**src/design/alt_counter_defines.vh**
```
// Register map, field positions, reset values and mode codes of the alternating counter pair.
`ifndef ALT_COUNTER_DEFINES_VH
`define ALT_COUNTER_DEFINES_VH

// Register indices; the byte address on the bus is four times the index.
`define IDX_SHORT_CTRL      4'h0
`define IDX_SHARED_CFG      4'h1
`define IDX_LONG_CTRL       4'h2
`define IDX_SHORT_LOW_HOLD  4'h4
`define IDX_SHORT_HIGH_HOLD 4'h5
`define IDX_LONG_HOLD_LOWER 4'h6
`define IDX_LONG_HOLD_UPPER 4'h7
`define IDX_IRQ_STATUS      4'h8
`define IDX_IRQ_MASK        4'h9

// Counter control register fields, same layout for both counters.
`define CTRL_ENABLE_BIT     7
`define CTRL_SINGLE_BIT     6
`define CTRL_TIMEOUT_BIT    5
`define CTRL_PRESC_HI       4
`define CTRL_PRESC_LO       3
`define CTRL_INT_EN_BIT     1

// Shared configuration register fields.
`define CFG_DEMOD_BIT       6
`define CFG_MODE_HI         3
`define CFG_MODE_LO         2
`define CFG_SHORT_INIT_BIT  1
`define CFG_LONG_INIT_BIT   0
`define CFG_MODE_OFF        2'h0
`define CFG_MODE_ALTERNATE  2'h1

// Interrupt status and mask bit positions.
`define IRQ_SHORT_BIT       0
`define IRQ_LONG_BIT        1

// Reset values.
`define RST_CTRL            8'h00
`define RST_CFG             8'h00
`define RST_HOLD            8'h00
`define RST_IRQ             2'h0

`endif

```
**src/design/tc_down_counter.v**
```verilog
// Prescaled down counter that stops at zero and flags its terminal count.
`timescale 1ns/1ps
module tc_down_counter (
   input  wire        clk_i,
   input  wire        rst_i,
   input  wire        ce_i,
   input  wire        load_i,
   input  wire        run_i,
   input  wire [15:0] value_i,
   input  wire [1:0]  prescale_i,
   output reg  [15:0] count_o,
   output reg         tc_o
);

   reg  [2:0] div_q;
   reg        done_q;
   wire [2:0] div_mask;
   wire       tick;

   assign div_mask = (prescale_i == 2'h0) ? 3'h0 :
                     (prescale_i == 2'h1) ? 3'h1 :
                     (prescale_i == 2'h2) ? 3'h3 : 3'h7;
   assign tick     = run_i && !done_q && ((div_q & div_mask) == div_mask);

   // The counter holds at zero after its terminal count, so a counter that the
   // sequencer is about to stop can never report a second terminal count.
   always @(posedge clk_i) begin
      if (rst_i) begin
         count_o <= 16'h0000;
         div_q   <= 3'h0;
         done_q  <= 1'b0;
         tc_o    <= 1'b0;
      end else if (ce_i) begin
         tc_o <= 1'b0;
         if (load_i) begin
            count_o <= value_i;
            div_q   <= 3'h0;
            done_q  <= 1'b0;
         end else if (run_i && !done_q) begin
            div_q <= div_q + 3'h1;
            if (tick) begin
               if (count_o > 16'h0001) begin
                  count_o <= count_o - 16'h0001;
               end else begin
                  count_o <= 16'h0000;
                  done_q  <= 1'b1;
                  tc_o    <= 1'b1;
               end
            end
         end
      end
   end

endmodule

```
**src/design/alt_counter_seq.v**
```verilog
// Alternating short/long counter sequencer with a classic Wishbone register slave.
//
// Added by the designer: the Wishbone interface to the registers.
`timescale 1ns/1ps
`include "alt_counter_defines.vh"
module alt_counter_seq (
   input  wire        clk_i,
   input  wire        rst_i,
   input  wire        ce_i,
   input  wire        cyc_i,
   input  wire        stb_i,
   input  wire        we_i,
   input  wire [5:0]  adr_i,
   input  wire [3:0]  sel_i,
   input  wire [31:0] dat_i,
   output reg  [31:0] dat_o,
   output reg         ack_o,
   output reg         short_counter_output_o,
   output reg         long_counter_output_o,
   output reg         irq_o
);

   reg  [7:0]  short_ctrl_q;
   reg  [7:0]  long_ctrl_q;
   reg  [7:0]  cfg_q;
   reg  [7:0]  short_low_hold_q;
   reg  [7:0]  short_high_hold_q;
   reg  [7:0]  long_hold_lower_q;
   reg  [7:0]  long_hold_upper_q;
   reg  [1:0]  irq_status_q;
   reg  [1:0]  irq_mask_q;
   reg         short_en_q;
   reg         long_en_q;
   reg         short_to_q;
   reg         long_to_q;
   reg         short_load_q;
   reg         long_load_q;
   reg  [31:0] rd_d;

   wire [15:0] short_count;
   wire [15:0] long_count;
   wire        short_tc;
   wire        long_tc;
   wire [3:0]  idx;
   wire        req;
   wire        acc;
   wire        wr;
   wire        transmit;
   wire        alternate;
   wire [15:0] short_value;
   wire [15:0] long_value;
   wire [1:0]  irq_set;

   assign idx       = adr_i[5:2];
   assign req       = cyc_i && stb_i && (adr_i[1:0] == 2'h0);
   assign acc       = cyc_i && stb_i && ack_o;
   assign wr        = acc && we_i && sel_i[0] && (adr_i[1:0] == 2'h0);
   assign transmit  = !cfg_q[`CFG_DEMOD_BIT];
   assign alternate = transmit && (cfg_q[`CFG_MODE_HI:`CFG_MODE_LO] == `CFG_MODE_ALTERNATE);

   // The hold value is picked from the output level that is already in place.
   assign short_value = {8'h00, short_counter_output_o ? short_high_hold_q : short_low_hold_q};
   assign long_value  = {long_hold_upper_q, long_hold_lower_q};

   assign irq_set[`IRQ_SHORT_BIT] = short_tc && short_ctrl_q[`CTRL_INT_EN_BIT];
   assign irq_set[`IRQ_LONG_BIT]  = long_tc && long_ctrl_q[`CTRL_INT_EN_BIT];

   tc_down_counter u_short (
      .clk_i      (clk_i),
      .rst_i      (rst_i),
      .ce_i       (ce_i),
      .load_i     (short_load_q),
      .run_i      (short_en_q && !short_load_q),
      .value_i    (short_value),
      .prescale_i (short_ctrl_q[`CTRL_PRESC_HI:`CTRL_PRESC_LO]),
      .count_o    (short_count),
      .tc_o       (short_tc)
   );

   tc_down_counter u_long (
      .clk_i      (clk_i),
      .rst_i      (rst_i),
      .ce_i       (ce_i),
      .load_i     (long_load_q),
      .run_i      (long_en_q && !long_load_q),
      .value_i    (long_value),
      .prescale_i (long_ctrl_q[`CTRL_PRESC_HI:`CTRL_PRESC_LO]),
      .count_o    (long_count),
      .tc_o       (long_tc)
   );

   always @* begin
      rd_d = 32'h00000000;
      case (idx)
         `IDX_SHORT_CTRL: begin
            rd_d[7:0] = {short_en_q, short_ctrl_q[6], short_to_q, short_ctrl_q[4:0]};
         end
         `IDX_SHARED_CFG: begin
            rd_d[7:0] = cfg_q;
         end
         `IDX_LONG_CTRL: begin
            rd_d[7:0] = {long_en_q, long_ctrl_q[6], long_to_q, long_ctrl_q[4:0]};
         end
         `IDX_SHORT_LOW_HOLD: begin
            rd_d[7:0] = short_low_hold_q;
         end
         `IDX_SHORT_HIGH_HOLD: begin
            rd_d[7:0] = short_high_hold_q;
         end
         `IDX_LONG_HOLD_LOWER: begin
            rd_d[7:0] = long_hold_lower_q;
         end
         `IDX_LONG_HOLD_UPPER: begin
            rd_d[7:0] = long_hold_upper_q;
         end
         `IDX_IRQ_STATUS: begin
            rd_d[1:0] = irq_status_q;
         end
         `IDX_IRQ_MASK: begin
            rd_d[1:0] = irq_mask_q;
         end
         default: begin
            rd_d = 32'h00000000;
         end
      endcase
   end

   // Bus answer: ack one cycle after the request, dropped the cycle after.
   always @(posedge clk_i) begin
      if (rst_i) begin
         ack_o <= 1'b0;
         dat_o <= 32'h00000000;
      end else if (ce_i) begin
         ack_o <= req && !ack_o;
         if (req && !ack_o && !we_i) begin
            dat_o <= rd_d;
         end
      end
   end

   // Configuration and hold registers; writes take effect on the acknowledged edge.
   always @(posedge clk_i) begin
      if (rst_i) begin
         short_ctrl_q      <= `RST_CTRL;
         long_ctrl_q       <= `RST_CTRL;
         cfg_q             <= `RST_CFG;
         short_low_hold_q  <= `RST_HOLD;
         short_high_hold_q <= `RST_HOLD;
         long_hold_lower_q <= `RST_HOLD;
         long_hold_upper_q <= `RST_HOLD;
         irq_mask_q        <= `RST_IRQ;
      end else if (ce_i && wr) begin
         case (idx)
            `IDX_SHORT_CTRL: begin
               short_ctrl_q <= dat_i[7:0];
            end
            `IDX_SHARED_CFG: begin
               cfg_q <= dat_i[7:0];
            end
            `IDX_LONG_CTRL: begin
               long_ctrl_q <= dat_i[7:0];
            end
            `IDX_SHORT_LOW_HOLD: begin
               short_low_hold_q <= dat_i[7:0];
            end
            `IDX_SHORT_HIGH_HOLD: begin
               short_high_hold_q <= dat_i[7:0];
            end
            `IDX_LONG_HOLD_LOWER: begin
               long_hold_lower_q <= dat_i[7:0];
            end
            `IDX_LONG_HOLD_UPPER: begin
               long_hold_upper_q <= dat_i[7:0];
            end
            `IDX_IRQ_MASK: begin
               irq_mask_q <= dat_i[1:0];
            end
            default: begin
               irq_mask_q <= irq_mask_q;
            end
         endcase
      end
   end

   // Sticky flags: a terminal count in the same cycle as a clear keeps the flag set.
   always @(posedge clk_i) begin
      if (rst_i) begin
         short_to_q   <= 1'b0;
         long_to_q    <= 1'b0;
         irq_status_q <= `RST_IRQ;
         irq_o        <= 1'b0;
      end else if (ce_i) begin
         if (wr && idx == `IDX_SHORT_CTRL && dat_i[`CTRL_TIMEOUT_BIT]) begin
            short_to_q <= 1'b0;
         end
         if (short_tc) begin
            short_to_q <= 1'b1;
         end
         if (wr && idx == `IDX_LONG_CTRL && dat_i[`CTRL_TIMEOUT_BIT]) begin
            long_to_q <= 1'b0;
         end
         if (long_tc) begin
            long_to_q <= 1'b1;
         end
         // Only the bits that the read returned are cleared. An event that lands
         // between the data capture and the acknowledge would otherwise be lost.
         if (acc && !we_i && idx == `IDX_IRQ_STATUS) begin
            irq_status_q <= (irq_status_q & ~dat_o[1:0]) | irq_set;
         end else begin
            irq_status_q <= irq_status_q | irq_set;
         end
         irq_o <= |((irq_status_q | irq_set) & irq_mask_q);
      end
   end

   // Sequencer. Software starts a counter by setting its enable; hardware handover
   // is written last so that it wins over a simultaneous software write, which keeps
   // that write from leaving both counters running at once in alternate mode.
   always @(posedge clk_i) begin
      if (rst_i) begin
         short_en_q             <= 1'b0;
         long_en_q              <= 1'b0;
         short_load_q           <= 1'b0;
         long_load_q            <= 1'b0;
         short_counter_output_o <= 1'b1;
         long_counter_output_o  <= 1'b0;
      end else if (ce_i) begin
         short_load_q <= 1'b0;
         long_load_q  <= 1'b0;
         if (!short_en_q && !alternate) begin
            short_counter_output_o <= !cfg_q[`CFG_SHORT_INIT_BIT];
         end
         // In alternate mode a software enable of the idle counter is refused while
         // the other one runs, so in this mode both count only if both were enabled before the mode was set.
         if (wr && idx == `IDX_SHORT_CTRL) begin
            short_en_q <= dat_i[`CTRL_ENABLE_BIT] && !(alternate && long_en_q);
            if (dat_i[`CTRL_ENABLE_BIT] && !short_en_q && !(alternate && long_en_q)) begin
               short_counter_output_o <= cfg_q[`CFG_SHORT_INIT_BIT];
               short_load_q           <= 1'b1;
            end
         end
         if (wr && idx == `IDX_LONG_CTRL) begin
            long_en_q <= dat_i[`CTRL_ENABLE_BIT] && !(alternate && short_en_q);
            if (dat_i[`CTRL_ENABLE_BIT] && !long_en_q && !(alternate && short_en_q)) begin
               long_counter_output_o <= cfg_q[`CFG_LONG_INIT_BIT];
               long_load_q           <= 1'b1;
            end
         end
         if (short_tc) begin
            short_counter_output_o <= !short_counter_output_o;
            if (alternate) begin
               short_en_q            <= 1'b0;
               long_en_q             <= 1'b1;
               long_counter_output_o <= cfg_q[`CFG_LONG_INIT_BIT];
               long_load_q           <= 1'b1;
            end else if (short_ctrl_q[`CTRL_SINGLE_BIT]) begin
               short_en_q <= 1'b0;
            end else begin
               short_load_q <= 1'b1;
            end
         end
         if (long_tc) begin
            if (alternate) begin
               long_en_q              <= 1'b0;
               short_en_q             <= 1'b1;
               short_counter_output_o <= cfg_q[`CFG_SHORT_INIT_BIT];
               short_load_q           <= 1'b1;
            end else if (long_ctrl_q[`CTRL_SINGLE_BIT]) begin
               long_en_q             <= 1'b0;
               long_counter_output_o <= !long_counter_output_o;
            end else begin
               long_counter_output_o <= !long_counter_output_o;
               long_load_q           <= 1'b1;
            end
         end
      end
   end

endmodule

```
**config.mk**
```make
export PLATFORM = sky130hd
export DESIGN_NAME = alt_counter_seq
export DESIGN_NICKNAME = d
export VERILOG_FILES = /design/src/design/tc_down_counter.v /design/src/design/alt_counter_seq.v
export VERILOG_INCLUDE_DIRS = /design/src /design/src/design
export SDC_FILE = /design/constraint.sdc
export NUM_CORES = 1
export LEC_CHECK = 0
export BUFFER_PORTS_ARGS = -buffer_cell sky130_fd_sc_hd__buf_2
export CORE_MARGIN = 2
export CORE_UTILIZATION = 55
export CTS_BUF_LIST = sky130_fd_sc_hd__clkbuf_16
export DETAILED_ROUTE_END_ITERATION = 10
export PLACE_DENSITY_LB_ADDON = 0.1
export SLEW_MARGIN = 20
export SYNTH_ARGS = -nofsm -noshare
export SYNTH_HDL_FRONTEND = slang
export SYNTH_SLANG_ARGS = --single-unit
```
**constraint.sdc**
```tcl
create_clock -name clk_i -period 2.3 [get_ports clk_i]
set_input_delay 0.115 -clock clk_i [delete_from_list [all_inputs] [get_ports clk_i]]
set_output_delay 0.115 -clock clk_i [all_outputs]
set_load 0.03 [all_outputs]
```
## Word level (Yosys, flattened, before mapping)

Cells that the tools add are included.

- Add/sub/neg operators: 4
- Magnitude comparators: 2
- Eq/ne operators: 17
- Multiplexer cells: 80
- Bitwise gates (word level): 7
- Reductions and logical operators: 76

Operators by type and width:

| cell | count |
|---|---|
| two-way mux 16 bit | 8 |
| two-way mux 1 bit | 58 |
| one-hot mux 6 bit (7 select lines) | 1 |
| logical AND 1 bit | 33 |
| greater-than comparator 16 x 1 -> 1 bit (second input constant) | 2 |
| subtractor 16 x 1 -> 16 bit (second input constant) | 2 |
| two-way mux 3 bit | 10 |
| AND reduction 2 bit | 13 |
| one-hot mux 2 bit (9 select lines) | 1 |
| == test 4 x 3 -> 1 bit (second input constant) | 4 |
| logical NOT 1 bit | 15 |
| nonzero test 2 bit | 6 |
| == test 4 bit (second input constant) | 2 |
| two-way mux 8 bit | 1 |
| AND reduction 4 bit | 2 |
| adder 3 x 1 -> 3 bit (second input constant) | 2 |
| bitwise AND 3 bit | 2 |
| == test 2 x 1 -> 1 bit (second input constant) | 3 |
| == test 3 bit | 2 |
| logical NOT 2 bit | 3 |
| AND reduction 3 bit | 2 |
| bitwise AND 2 bit | 2 |
| == test 2 bit (second input constant) | 2 |
| == test 4 x 1 -> 1 bit (second input constant) | 1 |
| other kinds (7) | 9 |

- Register bits after elaboration: 118
- Bits of input ports: 48
- Word-level logic and storage cells: 214

## Longest topological paths before layout

- Depth in word-level cells: 12
- Depth in mapped cells: 8

## Modules after synthesis

Synthesis repeated with hierarchy kept, for this count alone.

- Cells, all modules: 766
- Area, all modules: 6558.8 µm²

By module, submodules not included:

| module | times used | cells each | area an instance (µm²) | sequential area each (µm²) |
|---|---|---|---|---|
| alt_counter_seq | 1 | 426 | 3828.7 | 1481.4 |
| tc_down_counter | 2 | 170 | 1365.1 | 420.4 |

## Worst setup path before layout

Ideal clock, no wire load.

- Path kind: flip-flop to flip-flop
- Start: reg u_short.count_o[0]
- End: reg u_short.count_o[15]
- Arrival time: 2008 ps
- Path slack: 220 ps
- Stages on the path, launching flop included: 6
- Buffers on the path: 0
- Period minus slack after synthesis: 2080 ps
- Cells stage by stage: dfxtp_1 > or4_4 > or2_4 > or4b_1 > or3_1 > a21oi_1

- Word-level cells in the longest chain between the ends: 5

Ends and longest elaborated chain:

| item | RTL line | text |
|---|---|---|
| start: declaration | tc_down_counter.v:11 | `output reg [15:0] count_o,` |
| start signal: assignment | tc_down_counter.v:36 | `count_o <= value_i;` |
| start signal: assignment | tc_down_counter.v:43 | `count_o <= count_o - 16'h0001;` |
| subtractor 16 x 1 -> 16 bit / greater-than comparator 16 x 1 -> 1 bit (equally long branches) | tc_down_counter.v:43, tc_down_counter.v:42 |  |
| two-way mux 16 bit * | tc_down_counter.v:42 | `if (count_o > 16'h0001) begin` |
| two-way mux 16 bit * | tc_down_counter.v:41 | `if (tick) begin` |
| two-way mux 16 bit * | tc_down_counter.v:39 | `end else if (run_i && !done_q) begin` |
| two-way mux 16 bit * | tc_down_counter.v:35 | `if (load_i) begin` |

Every way passes the cells marked *; elsewhere a longest branch is shown, timed or not. The select of a mux whose other input is x is not followed.
A chain may end at the register's enable or synchronous reset.

## Final worst setup path

- Start: reg u_short.count_o[8]
- End: reg u_short.count_o[15]

Same word-level chain as after synthesis.

==> metrics <==
status finished, final reports clean; leading area contributor after synthesis dfxtp_1; Post-synth top cells 149 x nand2_1, 116 x dfxtp_1, 102 x a21oi_1; worst r2r dst u_short.count_o[15]; first-pass GRT wire length 30680 microns; P per Cell Area around 800 nW/um^2; std cell rows 38; crit path capture type flop; I/O Pins 84; synthesized area per cell roughly 7.6 sq um; GRT Total Usage 0.3100; worst setup path category flop to flop; peak supply drop roughly 0.8 mV; Critical path buffers and inverters 0; CP delay by family, top simple AND/OR/NAND/NOR gates; # fillers 955; Die Wd between 100 and 150 microns; Avg Vias per Cell 6.186; largest net degree at the start of global routing 56; clk sinks 116; flops & latches, synth 116; post-CTS sizing 0; Skew-Pair Late Insertion Delay between 400 and 500 ps; startpoint types flop; YS warnings 0; R2R cell count 5; reg-to-reg startpoint u_short.count_o[8]; Main synth FF type dfxtp_1; initial antenna violation count 0; Setup-failing EPs final 0; Post-Place Cell Area 6655 sq um; TritonCTS clock tree done; CP cell instances or4_4 -> or2_1 -> or4b_1 -> or3_1 -> a21oi_1; Top Layer Used met4; EDFF count, synth 0; final wirelength 18980 microns; leakage power between 2 and 3 nW; worst endpoint required time 2650 ps; vias in the first global route around 5900; WHS Path Cells 3; Max Root-Sink Buffers 2; pins over their slew limit 0; slowest stage delay, CP 560 ps; core area 10980 sq um; Vias 6365; Final TNS setup 0 ps; Post-DRT Antenna Nets 0; post-synth top area share 0.3702; Slew headroom 0.4987; wire length per cell 18.44 microns; synthesis-to-layout area growth 15.14%; post-synthesis cell count 828; met1 wire length 8065 microns; R2R Setup Slk 90 ps; maxcap violations 0; crit share post-route 0.9596; Post-route DRC 0; post-synthesis async set-or-reset flop share 0; top area cells in the synthesized netlist dfxtp_1 37%, nand2_1 8.9%, a21oi_1 8.1%; CTS buffer count 17; H-tree depth 4; ant diodes 0; library cells used by synthesis 70; Hold Crit Endpoint long_ctrl_q[2]; dpl hpwl 13400 microns; layout cells sized above 1 0.1316; Die Area ~12000 sq um; Clock Skew 6.468 ps; routed wl met3 1610 microns; Nets 930; CTS root buffer clkbuf_16; top-count cell post-synth nand2_1; drt pass-1 iters 5; final global-route overflow total 0; WL met2 8705 microns; RD Place Congestion 0.9572; Mapped Area between 6000 and 7000 sq um; hold_ws 27.74 ps; Max Clk Rate 453.1 MHz; RSZ-0062 raised after global routing no; CP arrival 2550 ps; Tmin final 2207 ps; hold buffers post-CTS 0; crit-path max FO 5; fin util 0.6576; Post-CTS Setup Bufs 0; Hold Crit Class input pin to flop; initial DRC count 688; final hold vios 0; clk slew on worst S/H paths approximately 60 ps; Starting Density 0.5711; Worst Tran Pin Value 751.9 ps; Slowest cell on crit path or4_4; total power 5.665 mW; Die Y ~110 microns; Hold Startpoint dat_i[2]; register area share after synthesis 0.3702; fin area 7222 sq um; Port Buffers 32
-- logic make-up after synthesis --
logic type	after synthesis	share of synthesized area
flip-flops	116	0.3702
adder cells (fa/ha/maj)	6	0.01197
other	1	0.0005979
multiplexers	22	0.03630
XOR/XNOR	2	0.002793
AO/OA/AOI/OAI	238	0.2376
AND/OR/NAND/NOR	355	0.2731
buffers and inverters	88	0.06742
-- through the flow --
stage	setup WS (ps)	std cells
after floorplan	220.0	851
after global placement	178.2	997
after detailed placement	153.7	997
after CTS	103.9	1029
after global routing	31.75	1029
final	93.01	1029
-- placed cells by master (no fill, tap or decap), types with 9 or more instances in the layout --
cell type	count
a211oi_1	10
a21oi_1	102
nor2_1	66
nor2b_1	13
o21ai_0	32
or3_1	14
a22o_1	9
clkbuf_16	17
buf_4	39
nand3_1	27
buf_2	31
dfxtp_1	116
nor3_1	16
nand2b_1	15
nor4_1	10
mux2i_1	16
a22oi_1	20
conb_1	24
nand2_1	149
inv_1	24
-- area by class of cell --
| class | count | area [sq um] | share of cell area |
|---|---|---|---|
| Inverter | 24 | 90.09 | 0.01247 |
| Clock buffer | 17 | 425.4 | 0.05891 |
| Tap cell | 140 | 175.2 | 0.02426 |
| Sequential cell | 116 | 2322 | 0.3216 |
| Clock inverter | 15 | 141.4 | 0.01958 |
| Multi-Input combinational cell | 647 | 3620 | 0.5012 |
| Timing Repair Buffer | 70 | 447.9 | 0.06202 |
-- where the power goes --
part | switching [mW] | total, mW | internal (mW)
logic | 0.612 | 0.977 | 0.365
registers | 0.0654 | 2.14 | 2.07
clock network | 0.977 | 2.55 | 1.58
total | 1.65 | 5.67 | 4.01
-- worst reg2reg max path, cell delays in order (launching register included) --
cell     delay (ps)
dfxtp_1         340
or4_4           560
or2_1           240
or4b_1          540
or3_1           320
a21oi_1         150
-- worst max-delay path by stage --
stage	start	endpoint	slack, ps	cells past startpoint
finish	u_short.count_o[8]	u_short.count_o[15]	90	5
floorplan	u_short.count_o[0]	u_short.count_o[15]	220	5
detailed placement	u_short.count_o[8]	u_short.count_o[15]	150	5
global placement	u_short.count_o[1]	u_short.count_o[15]	180	5
global route	u_short.count_o[8]	u_short.count_o[15]	30	5
CTS	u_short.count_o[8]	u_short.count_o[15]	100	5
-- layer usage --
layer	global-route usage	vias to the layer above
met2	0.5039	302
li1	-	3018
met3	0.06288	39
met5	0	-
met1	0.4027	3006
met4	0.1283	0
-- state kept, by name, summed over array words and instances, names as in the netlist, 8 cells and up --
signal,count
u_long.count_o,16
dat_o,8
long_hold_upper_q,8
u_short.count_o,16
long_hold_lower_q,8
short_low_hold_q,8
short_high_hold_q,8
cfg_q,8
Note: power is estimated with default switching activity, not from simulation.
